[config.mk]
export PLATFORM = sky130hd
export DESIGN_NAME = apbo_port_clock
export DESIGN_NICKNAME = d
export VERILOG_FILES = /design/src/include/apbo_pkg.sv /design/src/hdl/apbo_port_clock.sv /design/src/hdl/apbo_word_buffer.sv
export VERILOG_INCLUDE_DIRS = /design/src /design/src/include
export SDC_FILE = /design/constraint.sdc
export NUM_CORES = 1
export LEC_CHECK = 0
export BUFFER_PORTS_ARGS = -buffer_cell sky130_fd_sc_hd__buf_4
export CORE_ASPECT_RATIO = 0.6
export CORE_MARGIN = 2
export CORE_UTILIZATION = 29
export CTS_BUF_LIST = sky130_fd_sc_hd__clkbuf_16
export DETAILED_ROUTE_END_ITERATION = 6
export SETUP_SLACK_MARGIN = 0.1
export SYNTH_ARGS = -nofsm -noshare
export SYNTH_HDL_FRONTEND = slang
export SYNTH_HIERARCHICAL = 1
export SYNTH_SLANG_ARGS = --single-unit
[constraint.sdc]
create_clock -name ref_clk -period 8.9 [get_ports ref_clk]
set_clock_uncertainty 0.05 [all_clocks]
set_input_delay 1.335 -clock ref_clk [delete_from_list [all_inputs] [get_ports ref_clk]]
set_output_delay 1.335 -clock ref_clk [all_outputs]
set_load 0.01 [all_outputs]
[src/include/apbo_map.svh]
// Functional notes
// (RULE1) DSP slot starts 0..255 bit clocks after rise
// (RULE2) Inversion bit flips primary and secondary bit clock
// (RULE3) Keep-alive bit runs clocks with converter down
// (RULE4) Source 00 converter clock, 01 modulator clock
// (RULE5) Divider runs only with power bit set
// (RULE6) Ratio equals field; zero means 128
// (RULE7) Format field 01 selects frame-sync mode
// (RULE8) Direction bit 1: device drives bit clock
// (RULE9) Output frequency is input divided by N; at ratio one the code divides by two
`ifndef APBO_MAP_SVH
`define APBO_MAP_SVH
`define APBO_ADDR_SLOT_OFFSET 8'h1c
`define APBO_ADDR_CLOCK_CTRL 8'h1d
`define APBO_ADDR_BITCLK_DIV 8'h1e
`define APBO_RST_SLOT_OFFSET 8'h00
`define APBO_RST_CLOCK_CTRL 8'h00
`define APBO_RST_BITCLK_DIV 8'h01
`define APBO_CTRL_INVERT_BIT 3
`define APBO_CTRL_KEEP_BIT 2
`define APBO_CTRL_SRC_LSB 0
`define APBO_DIV_POWER_BIT 7
`define APBO_FMT_DSP 2'h1
`define APBO_SRC_CONVERTER 2'h0
`define APBO_SRC_MODULATOR 2'h1
`define APBO_BUF_DEPTH 2
`endif

[src/include/apbo_pkg.sv]
package apbo_pkg;
   // Divider input choice
   typedef enum logic [1:0] {
      APBO_SRC_CONV,
      APBO_SRC_MOD,
      APBO_SRC_RSVD
   } apbo_src_t;
   // Slot-offset sequencer state
   typedef enum logic [1:0] {
      APBO_IDLE,
      APBO_WAIT,
      APBO_SLOT
   } apbo_slot_state_t;
endpackage : apbo_pkg

[src/hdl/apbo_port_clock.sv]
`timescale 1ns/1ps
`include "apbo_map.svh"
// Bit-clock generator and frame-sync slot positioning for the serial port
module apbo_port_clock #(
   parameter int WORD_W = 32
) (
   input wire logic ref_clk,
   input wire logic sys_rst,
   input wire logic clk_en,
   input wire logic reg_wr,
   input wire logic [7:0] reg_addr,
   input wire logic [7:0] reg_wdata,
   output logic [7:0] reg_rdata,
   input wire logic conv_clk_tick,
   input wire logic modulator_clock_tick,
   input wire logic [1:0] iface_format,
   input wire logic bitclk_dir_out,
   input wire logic core_powered,
   input wire logic ext_bitclk,
   input wire logic wordclk_in,
   output logic bitclk_out,
   output logic bitclk_oe_n,
   output logic bitclk_sec_out,
   output logic clocks_active,
   output logic slot_start,
   input wire logic word_valid,
   output logic word_ready,
   input wire logic [WORD_W-1:0] word_data,
   output logic serial_out
);
   // Register file
   logic [7:0] data_slot_offset;
   logic [7:0] port_clock_control;
   logic [7:0] bit_clock_divider;
   // Divider state
   logic [7:0] div_count;
   logic bitclk_int;
   logic bitclk_int_q;
   logic div_running;
   logic bitclk_divider_input;
   logic [7:0] bitclk_divide_ratio;
   // Bit-clock selected for the port
   logic port_bitclk;
   logic port_bitclk_q;
   logic bit_edge;
   logic wordclk_q;
   // Slot sequencer
   apbo_pkg::apbo_slot_state_t state;
   logic [7:0] slot_count;
   logic [$clog2(WORD_W+1)-1:0] bit_idx;
   logic [WORD_W-1:0] shift_reg;
   logic buf_valid;
   logic [WORD_W-1:0] buf_data;
   logic buf_take;

   // Elaboration check: the shifter needs at least two bits for its tail slice
   if (WORD_W < 2 || WORD_W > 255) begin : g_word_w_check
      $error("apbo_port_clock: WORD_W out of range");
   end

   // Ratio decode: zero code means the largest ratio
   function automatic logic [7:0] ratio_of(input logic [6:0] code);
      ratio_of = (code == 7'h00) ? 8'h80 : {1'b0, code};
   endfunction : ratio_of

   // Register writes; divider resets to ratio one, powered down
   always_ff @(posedge ref_clk) begin
      if (sys_rst) begin
         data_slot_offset <= `APBO_RST_SLOT_OFFSET;
         port_clock_control <= `APBO_RST_CLOCK_CTRL;
         bit_clock_divider <= `APBO_RST_BITCLK_DIV;
      end else if (clk_en && reg_wr) begin
         case (reg_addr)
            `APBO_ADDR_SLOT_OFFSET: data_slot_offset <= reg_wdata;
            // Upper nibble is reserved and kept at zero
            `APBO_ADDR_CLOCK_CTRL: port_clock_control <= {4'h0, reg_wdata[3:0]};
            `APBO_ADDR_BITCLK_DIV: bit_clock_divider <= reg_wdata;
            default: ;
         endcase
      end
   end

   // Read data from a register
   always_ff @(posedge ref_clk) begin
      if (sys_rst) begin
         reg_rdata <= 8'h00;
      end else if (clk_en) begin
         case (reg_addr)
            `APBO_ADDR_SLOT_OFFSET: reg_rdata <= data_slot_offset;
            `APBO_ADDR_CLOCK_CTRL: reg_rdata <= port_clock_control;
            `APBO_ADDR_BITCLK_DIV: reg_rdata <= bit_clock_divider;
            default: reg_rdata <= 8'h00;
         endcase
      end
   end

   // (RULE4) source field picks tick
   always_comb begin
      case (port_clock_control[`APBO_CTRL_SRC_LSB +: 2])
         `APBO_SRC_CONVERTER: bitclk_divider_input = conv_clk_tick;
         `APBO_SRC_MODULATOR: bitclk_divider_input = modulator_clock_tick;
         // Reserved codes give no input, so the divider stalls
         default: bitclk_divider_input = 1'b0;
      endcase
   end

   // (RULE6) ratio from field
   assign bitclk_divide_ratio = ratio_of(bit_clock_divider[6:0]);
   // (RULE5) power bit gates divider
   // (RULE3) keep-alive overrides core power-down
   assign div_running = bit_clock_divider[`APBO_DIV_POWER_BIT]
      && (core_powered || port_clock_control[`APBO_CTRL_KEEP_BIT]);
   assign clocks_active = div_running;

   // (RULE9) one bit-clock period per N input ticks, two ticks when N is one
   always_ff @(posedge ref_clk) begin
      if (sys_rst) begin
         div_count <= 8'h00;
         bitclk_int <= 1'b0;
      end else if (clk_en) begin
         if (!div_running) begin
            div_count <= 8'h00;
            bitclk_int <= 1'b0;
         end else if (bitclk_divider_input) begin
            // High for the first half, low for the rest; ratio one toggles each tick
            if (div_count + 8'h01 >= bitclk_divide_ratio) begin
               div_count <= 8'h00;
               bitclk_int <= (bitclk_divide_ratio == 8'h01) ? ~bitclk_int : 1'b1;
            end else begin
               div_count <= div_count + 8'h01;
               if (bitclk_divide_ratio != 8'h01 && div_count + 8'h01 == (bitclk_divide_ratio >> 1))
                  bitclk_int <= 1'b0;
            end
         end
      end
   end

   // (RULE8) drive only when direction is output
   // (RULE2) inversion on both bit clocks
   always_ff @(posedge ref_clk) begin
      if (sys_rst) begin
         bitclk_out <= 1'b0;
         bitclk_sec_out <= 1'b0;
      end else if (clk_en) begin
         bitclk_out <= bitclk_int ^ port_clock_control[`APBO_CTRL_INVERT_BIT];
         bitclk_sec_out <= bitclk_int ^ port_clock_control[`APBO_CTRL_INVERT_BIT];
      end
   end
   // Enable is low while driving
   assign bitclk_oe_n = ~(bitclk_dir_out && div_running);

   // Bit clock used internally, with polarity applied to either source
   assign port_bitclk = (bitclk_dir_out ? bitclk_int : ext_bitclk)
      ^ port_clock_control[`APBO_CTRL_INVERT_BIT];
   always_ff @(posedge ref_clk) begin
      if (sys_rst) begin
         port_bitclk_q <= 1'b0;
         wordclk_q <= 1'b0;
      end else if (clk_en) begin
         port_bitclk_q <= port_bitclk;
         wordclk_q <= wordclk_in;
      end
   end
   assign bit_edge = port_bitclk && !port_bitclk_q;

   // Words wait here so a late slot never drops one
   apbo_word_buffer #(
      .WIDTH(WORD_W)
   ) apbo_word_buffer_inst (
      .ref_clk(ref_clk),
      .sys_rst(sys_rst),
      .clk_en(clk_en),
      .in_valid(word_valid),
      .in_ready(word_ready),
      .in_data(word_data),
      .out_valid(buf_valid),
      .out_ready(buf_take),
      .out_data(buf_data)
   );
   assign buf_take = (state == apbo_pkg::APBO_SLOT) && (bit_idx == '0) && bit_edge;

   // (RULE7) slot timing only in frame-sync format
   // (RULE1) count offset bit clocks after rise
   always_ff @(posedge ref_clk) begin
      if (sys_rst) begin
         state <= apbo_pkg::APBO_IDLE;
         slot_count <= 8'h00;
         bit_idx <= '0;
         shift_reg <= '0;
         serial_out <= 1'b0;
         slot_start <= 1'b0;
      end else if (clk_en) begin
         slot_start <= 1'b0;
         case (state)
            apbo_pkg::APBO_IDLE: begin
               // Word-clock rise opens a frame
               if (iface_format == `APBO_FMT_DSP && wordclk_in && !wordclk_q) begin
                  slot_count <= 8'h00;
                  bit_idx <= '0;
                  state <= (data_slot_offset == 8'h00) ? apbo_pkg::APBO_SLOT
                                                     : apbo_pkg::APBO_WAIT;
                  slot_start <= (data_slot_offset == 8'h00);
               end
            end
            apbo_pkg::APBO_WAIT: begin
               if (bit_edge) begin
                  if (slot_count + 8'h01 == data_slot_offset) begin
                     state <= apbo_pkg::APBO_SLOT;
                     slot_start <= 1'b1;
                  end
                  slot_count <= slot_count + 8'h01;
               end
            end
            apbo_pkg::APBO_SLOT: begin
               if (bit_edge) begin
                  // A missing word shifts zeros rather than stale data
                  if (bit_idx == '0) begin
                     shift_reg <= buf_valid ? {buf_data[WORD_W-2:0], 1'b0} : '0;
                     serial_out <= buf_valid ? buf_data[WORD_W-1] : 1'b0;
                  end else begin
                     shift_reg <= {shift_reg[WORD_W-2:0], 1'b0};
                     serial_out <= shift_reg[WORD_W-1];
                  end
                  if (bit_idx == ($clog2(WORD_W+1))'(WORD_W - 1)) begin
                     state <= apbo_pkg::APBO_IDLE;
                  end
                  bit_idx <= bit_idx + 1'b1;
               end
            end
            default: state <= apbo_pkg::APBO_IDLE;
         endcase
      end
   end
endmodule : apbo_port_clock

[src/hdl/apbo_word_buffer.sv]
`timescale 1ns/1ps
`include "apbo_map.svh"
// Two-entry buffer with read data taken straight from storage
module apbo_word_buffer #(
   parameter int WIDTH = 32
) (
   input wire logic ref_clk,
   input wire logic sys_rst,
   input wire logic clk_en,
   input wire logic in_valid,
   output logic in_ready,
   input wire logic [WIDTH-1:0] in_data,
   output logic out_valid,
   input wire logic out_ready,
   output logic [WIDTH-1:0] out_data
);
   // Storage of two words
   logic [WIDTH-1:0] mem [0:1];
   logic wr_ptr;
   logic rd_ptr;
   logic [1:0] count;
   logic do_wr;
   logic do_rd;
   // Elaboration check: a zero-width word cannot be stored
   if (WIDTH < 1) begin : g_width_check
      $error("apbo_word_buffer: WIDTH must be positive");
   end
   assign in_ready = (count != 2'h2);
   assign out_valid = (count != 2'h0);
   assign do_wr = clk_en && in_valid && in_ready;
   assign do_rd = clk_en && out_valid && out_ready;
   // Head word read straight from storage; two words do not warrant a read register
   assign out_data = mem[rd_ptr];
   // Write side
   always_ff @(posedge ref_clk) begin
      if (do_wr) begin
         mem[wr_ptr] <= in_data;
      end
   end
   // Pointers and occupancy
   always_ff @(posedge ref_clk) begin
      if (sys_rst) begin
         wr_ptr <= 1'b0;
         rd_ptr <= 1'b0;
         count <= 2'h0;
      end else begin
         if (do_wr) wr_ptr <= ~wr_ptr;
         if (do_rd) rd_ptr <= ~rd_ptr;
         count <= count + {1'b0, do_wr} - {1'b0, do_rd};
      end
   end
endmodule : apbo_word_buffer

==> flow_summary.ini <==
[placement]
place.gp.congestion = 0.853
dp_hpwl_microns = 11400
port_buffers = 75

[critical_path]
worst-r2r-cell-count = 8
cp-start-kind = primary input
crit_family = compound AO/OA/AOI/OAI gates
cp_slowest_cell = o21ai_0
cp_num_buf_inv = 3
r2r_start = bit_clock_divider[1]
slowest_delay_ns = 0.54
path_cells = buf_4 -> o21ai_0 -> inv_1 -> nand2_1 -> buf_4
critPathCaptureType = output pin
r2r_setup_slack_ns = 5.46
crit_type = in2out
critPathMostFrequentCell = buf_4
crit_fanout = 4
required_ns = 7.52
rr_endpoint = div_count[2]
crit_arrival_ns = 2.40

[synthesis]
yosysSeqAreaShare = 0.518
ys_seq_elements = 158
syn-cell-area_sq_mm = 0.00735
synthTopCellsByArea = edfxtp_1 (26%), dfxtp_1 (26%), nor2_1 (4.6%)
syn_area_per_cell_sq_um = 10.3
yosysUniqueCellTypes = 61
yosysWarnings = 6
synthCells = 712
synth_fp_nets = 787
synth.most_common_cell = dfxtp_1
synthArstFlopShare = 0
yosysTopAreaCell = edfxtp_1
yosys-top-cells-count = dfxtp_1 (94), nor2_1 (90), edfxtp_1 (64)
yosysTopAreaCellShare = 0.262
synth-edff-count = 64
synth_ff_type = dfxtp_1

[cts]
clk_pin_slew_ns = 0.07
cts_tree = yes
cts_buffer_depth = 2
cts_buffers = 17
clockRootBuffer = clkbuf_16
postCtsHoldBufs = 0
cts_setup_buffers = 0
h-tree-depth = 4
cts.sinks = 158
clkLatencyLatePin_ns = 0.43
cts.repair.resized = 0

[floorplanning]
die_area_sq_mm = 0.0267
initial_utilization = 0.293
placementRows = 45
dieWidth_microns = 209
coreArea_sq_mm = 0.0251
ios = 76
chipHeight_microns = 127

[finish]
antenna_cells = 0
drive_above_1_share = 0.195
area_growth_pct = 18.3
largest_register_ffs = 64
nets = 835

[timing]
rsz0062_at_grt = no
fin_hold_ws_ns = 0.426
min_period_ns = 3.78
max_freq_mhz = 264
max_slew.worst_pin.slew_ns = 1.15
timing.setup.tns_ns = 0
finalSetupViolations = 0
report.final.slew_viol_count = 0
fin_crit_sh = 0.425
finalHoldViolCount = 0
slew_headroom = 0.232

[routing]
wirelength_microns = 17200
ant_nets = 0
vias_per_cell = 4.85
avgRoutedWirePerCell_microns = 15.7
drc = 0
first_pass_iters = 4
drt-initial-drc-count = 341
vias = 5347

[power_and_ir_drop]
power_w = 0.00157
power_leakage_nw = 2.97
seq_power_share = 0.494
power_density_mw_per_mm2 = 180
p_int_w = 0.00119
power_switching_w = 0.000374
pwr-share-comb = 0.054
ir_worst_vdd_mv = 0.138
clkPwrFrac = 0.453
switching_share = 0.239

[global_routing]
grt_pass1_vias = 5041
grt_antenna_before_repair = 0
grt_overflow = 0
grt_max_degree = 76
grt_pass1_wl_microns = 27900
grt.total_usage = 0.134

[run_status]
status = finished, final reports clean

[hold_path]
hp-class = reg2reg
min_to = shift_reg[23]
hold_start = shift_reg[22]
holdPathStages = 2

[job]
maxCapViolCount = 0
## cells in the final DEF, fill, tap and decap left out, drive strengths merged, types with 8 or more instances in the layout
cell	Yosys	routed
nand2b	8	8
a311oi	36	36
dfxtp	94	94
nand2	59	59
o21ai	11	11
nor2	90	90
ha	14	14
mux2	33	33
buf	18	79
xor2	10	10
clkbuf	32	17
xnor2	18	18
a21oi	23	23
nor3	8	8
inv	24	30
edfxtp	64	64
mux2i	33	33
nand3	48	48
## worst min-delay path, cell delays in order (launching register included)
cell      delay [ns]
dfxtp_1         0.31
nand2_1         0.05
a311oi_1        0.07
## layer usage
metal / up-vias / track usage / part of all wire
met5: - / 0 / 0
met4: 0 / 0.0413 / 0.0068
met3: 12 / 0.0275 / 0.029
met2: 72 / 0.183 / 0.40
met1: 2567 / 0.209 / 0.56
li1: 2696 / - / -
## power by group through the flow
stage / Combinational, W / Sequential (W) / Clock [W]
2_1_floorplan: 0.0000456 / 0.000787 / 0
3_3_place_gp: 0.0000850 / 0.000789 / 0
3_5_place_dp: 0.0000853 / 0.000790 / 0
4_1_cts: 0.0000855 / 0.000773 / 0.000728
5_1_grt: 0.0000940 / 0.000775 / 0.000762
6_report: 0.0000841 / 0.000773 / 0.000709
## kinds of logic after synthesis
logic type | Yosys count | synth area share
and+or+nand+nor | 262 | 0.170
buffers and inverters | 74 | 0.0448
muxes | 66 | 0.0981
DFF | 158 | 0.518
xor gates and xnor gates | 28 | 0.0344
AOI/OAI and AO/OA | 110 | 0.111
adders and majority gates | 14 | 0.0238
## area by class of cell
class                   count  area, sq um
clock inverters            15          138
inverters                  24         90.1
repair buffers             79          593
well taps                 329          412
clock buffers              17          425
multi-input cells         480         3230
fillers                  2526        16400
flip-flops and latches    158         3800
## worst max-delay path by stage
stage,to,cells past startpoint,from
2_1_floorplan,bitclk_oe_n,3,core_powered
3_3_place_gp,bitclk_oe_n,5,core_powered
3_5_place_dp,shift_reg[17],7,bitclk_dir_out
4_1_cts,bitclk_oe_n,5,core_powered
5_1_grt,bitclk_oe_n,5,core_powered
6_report,bitclk_oe_n,5,core_powered
## through the flow
| step | util | instances | instance area (sq um) | setup slack (ns) |
|---|---|---|---|---|
| floorplan | - | 712 | 7350 | 5.61 |
| global placement | 0.324 | 1070 | 8130 | 5.13 |
| detailed placement | 0.324 | 1070 | 8130 | 5.09 |
| CTS | 0.346 | 1102 | 8690 | 5.12 |
| global route | 0.346 | 1102 | 8690 | 5.01 |
| finish | 0.346 | 1102 | 8690 | 5.12 |
(Power assumes the default switching activity.)
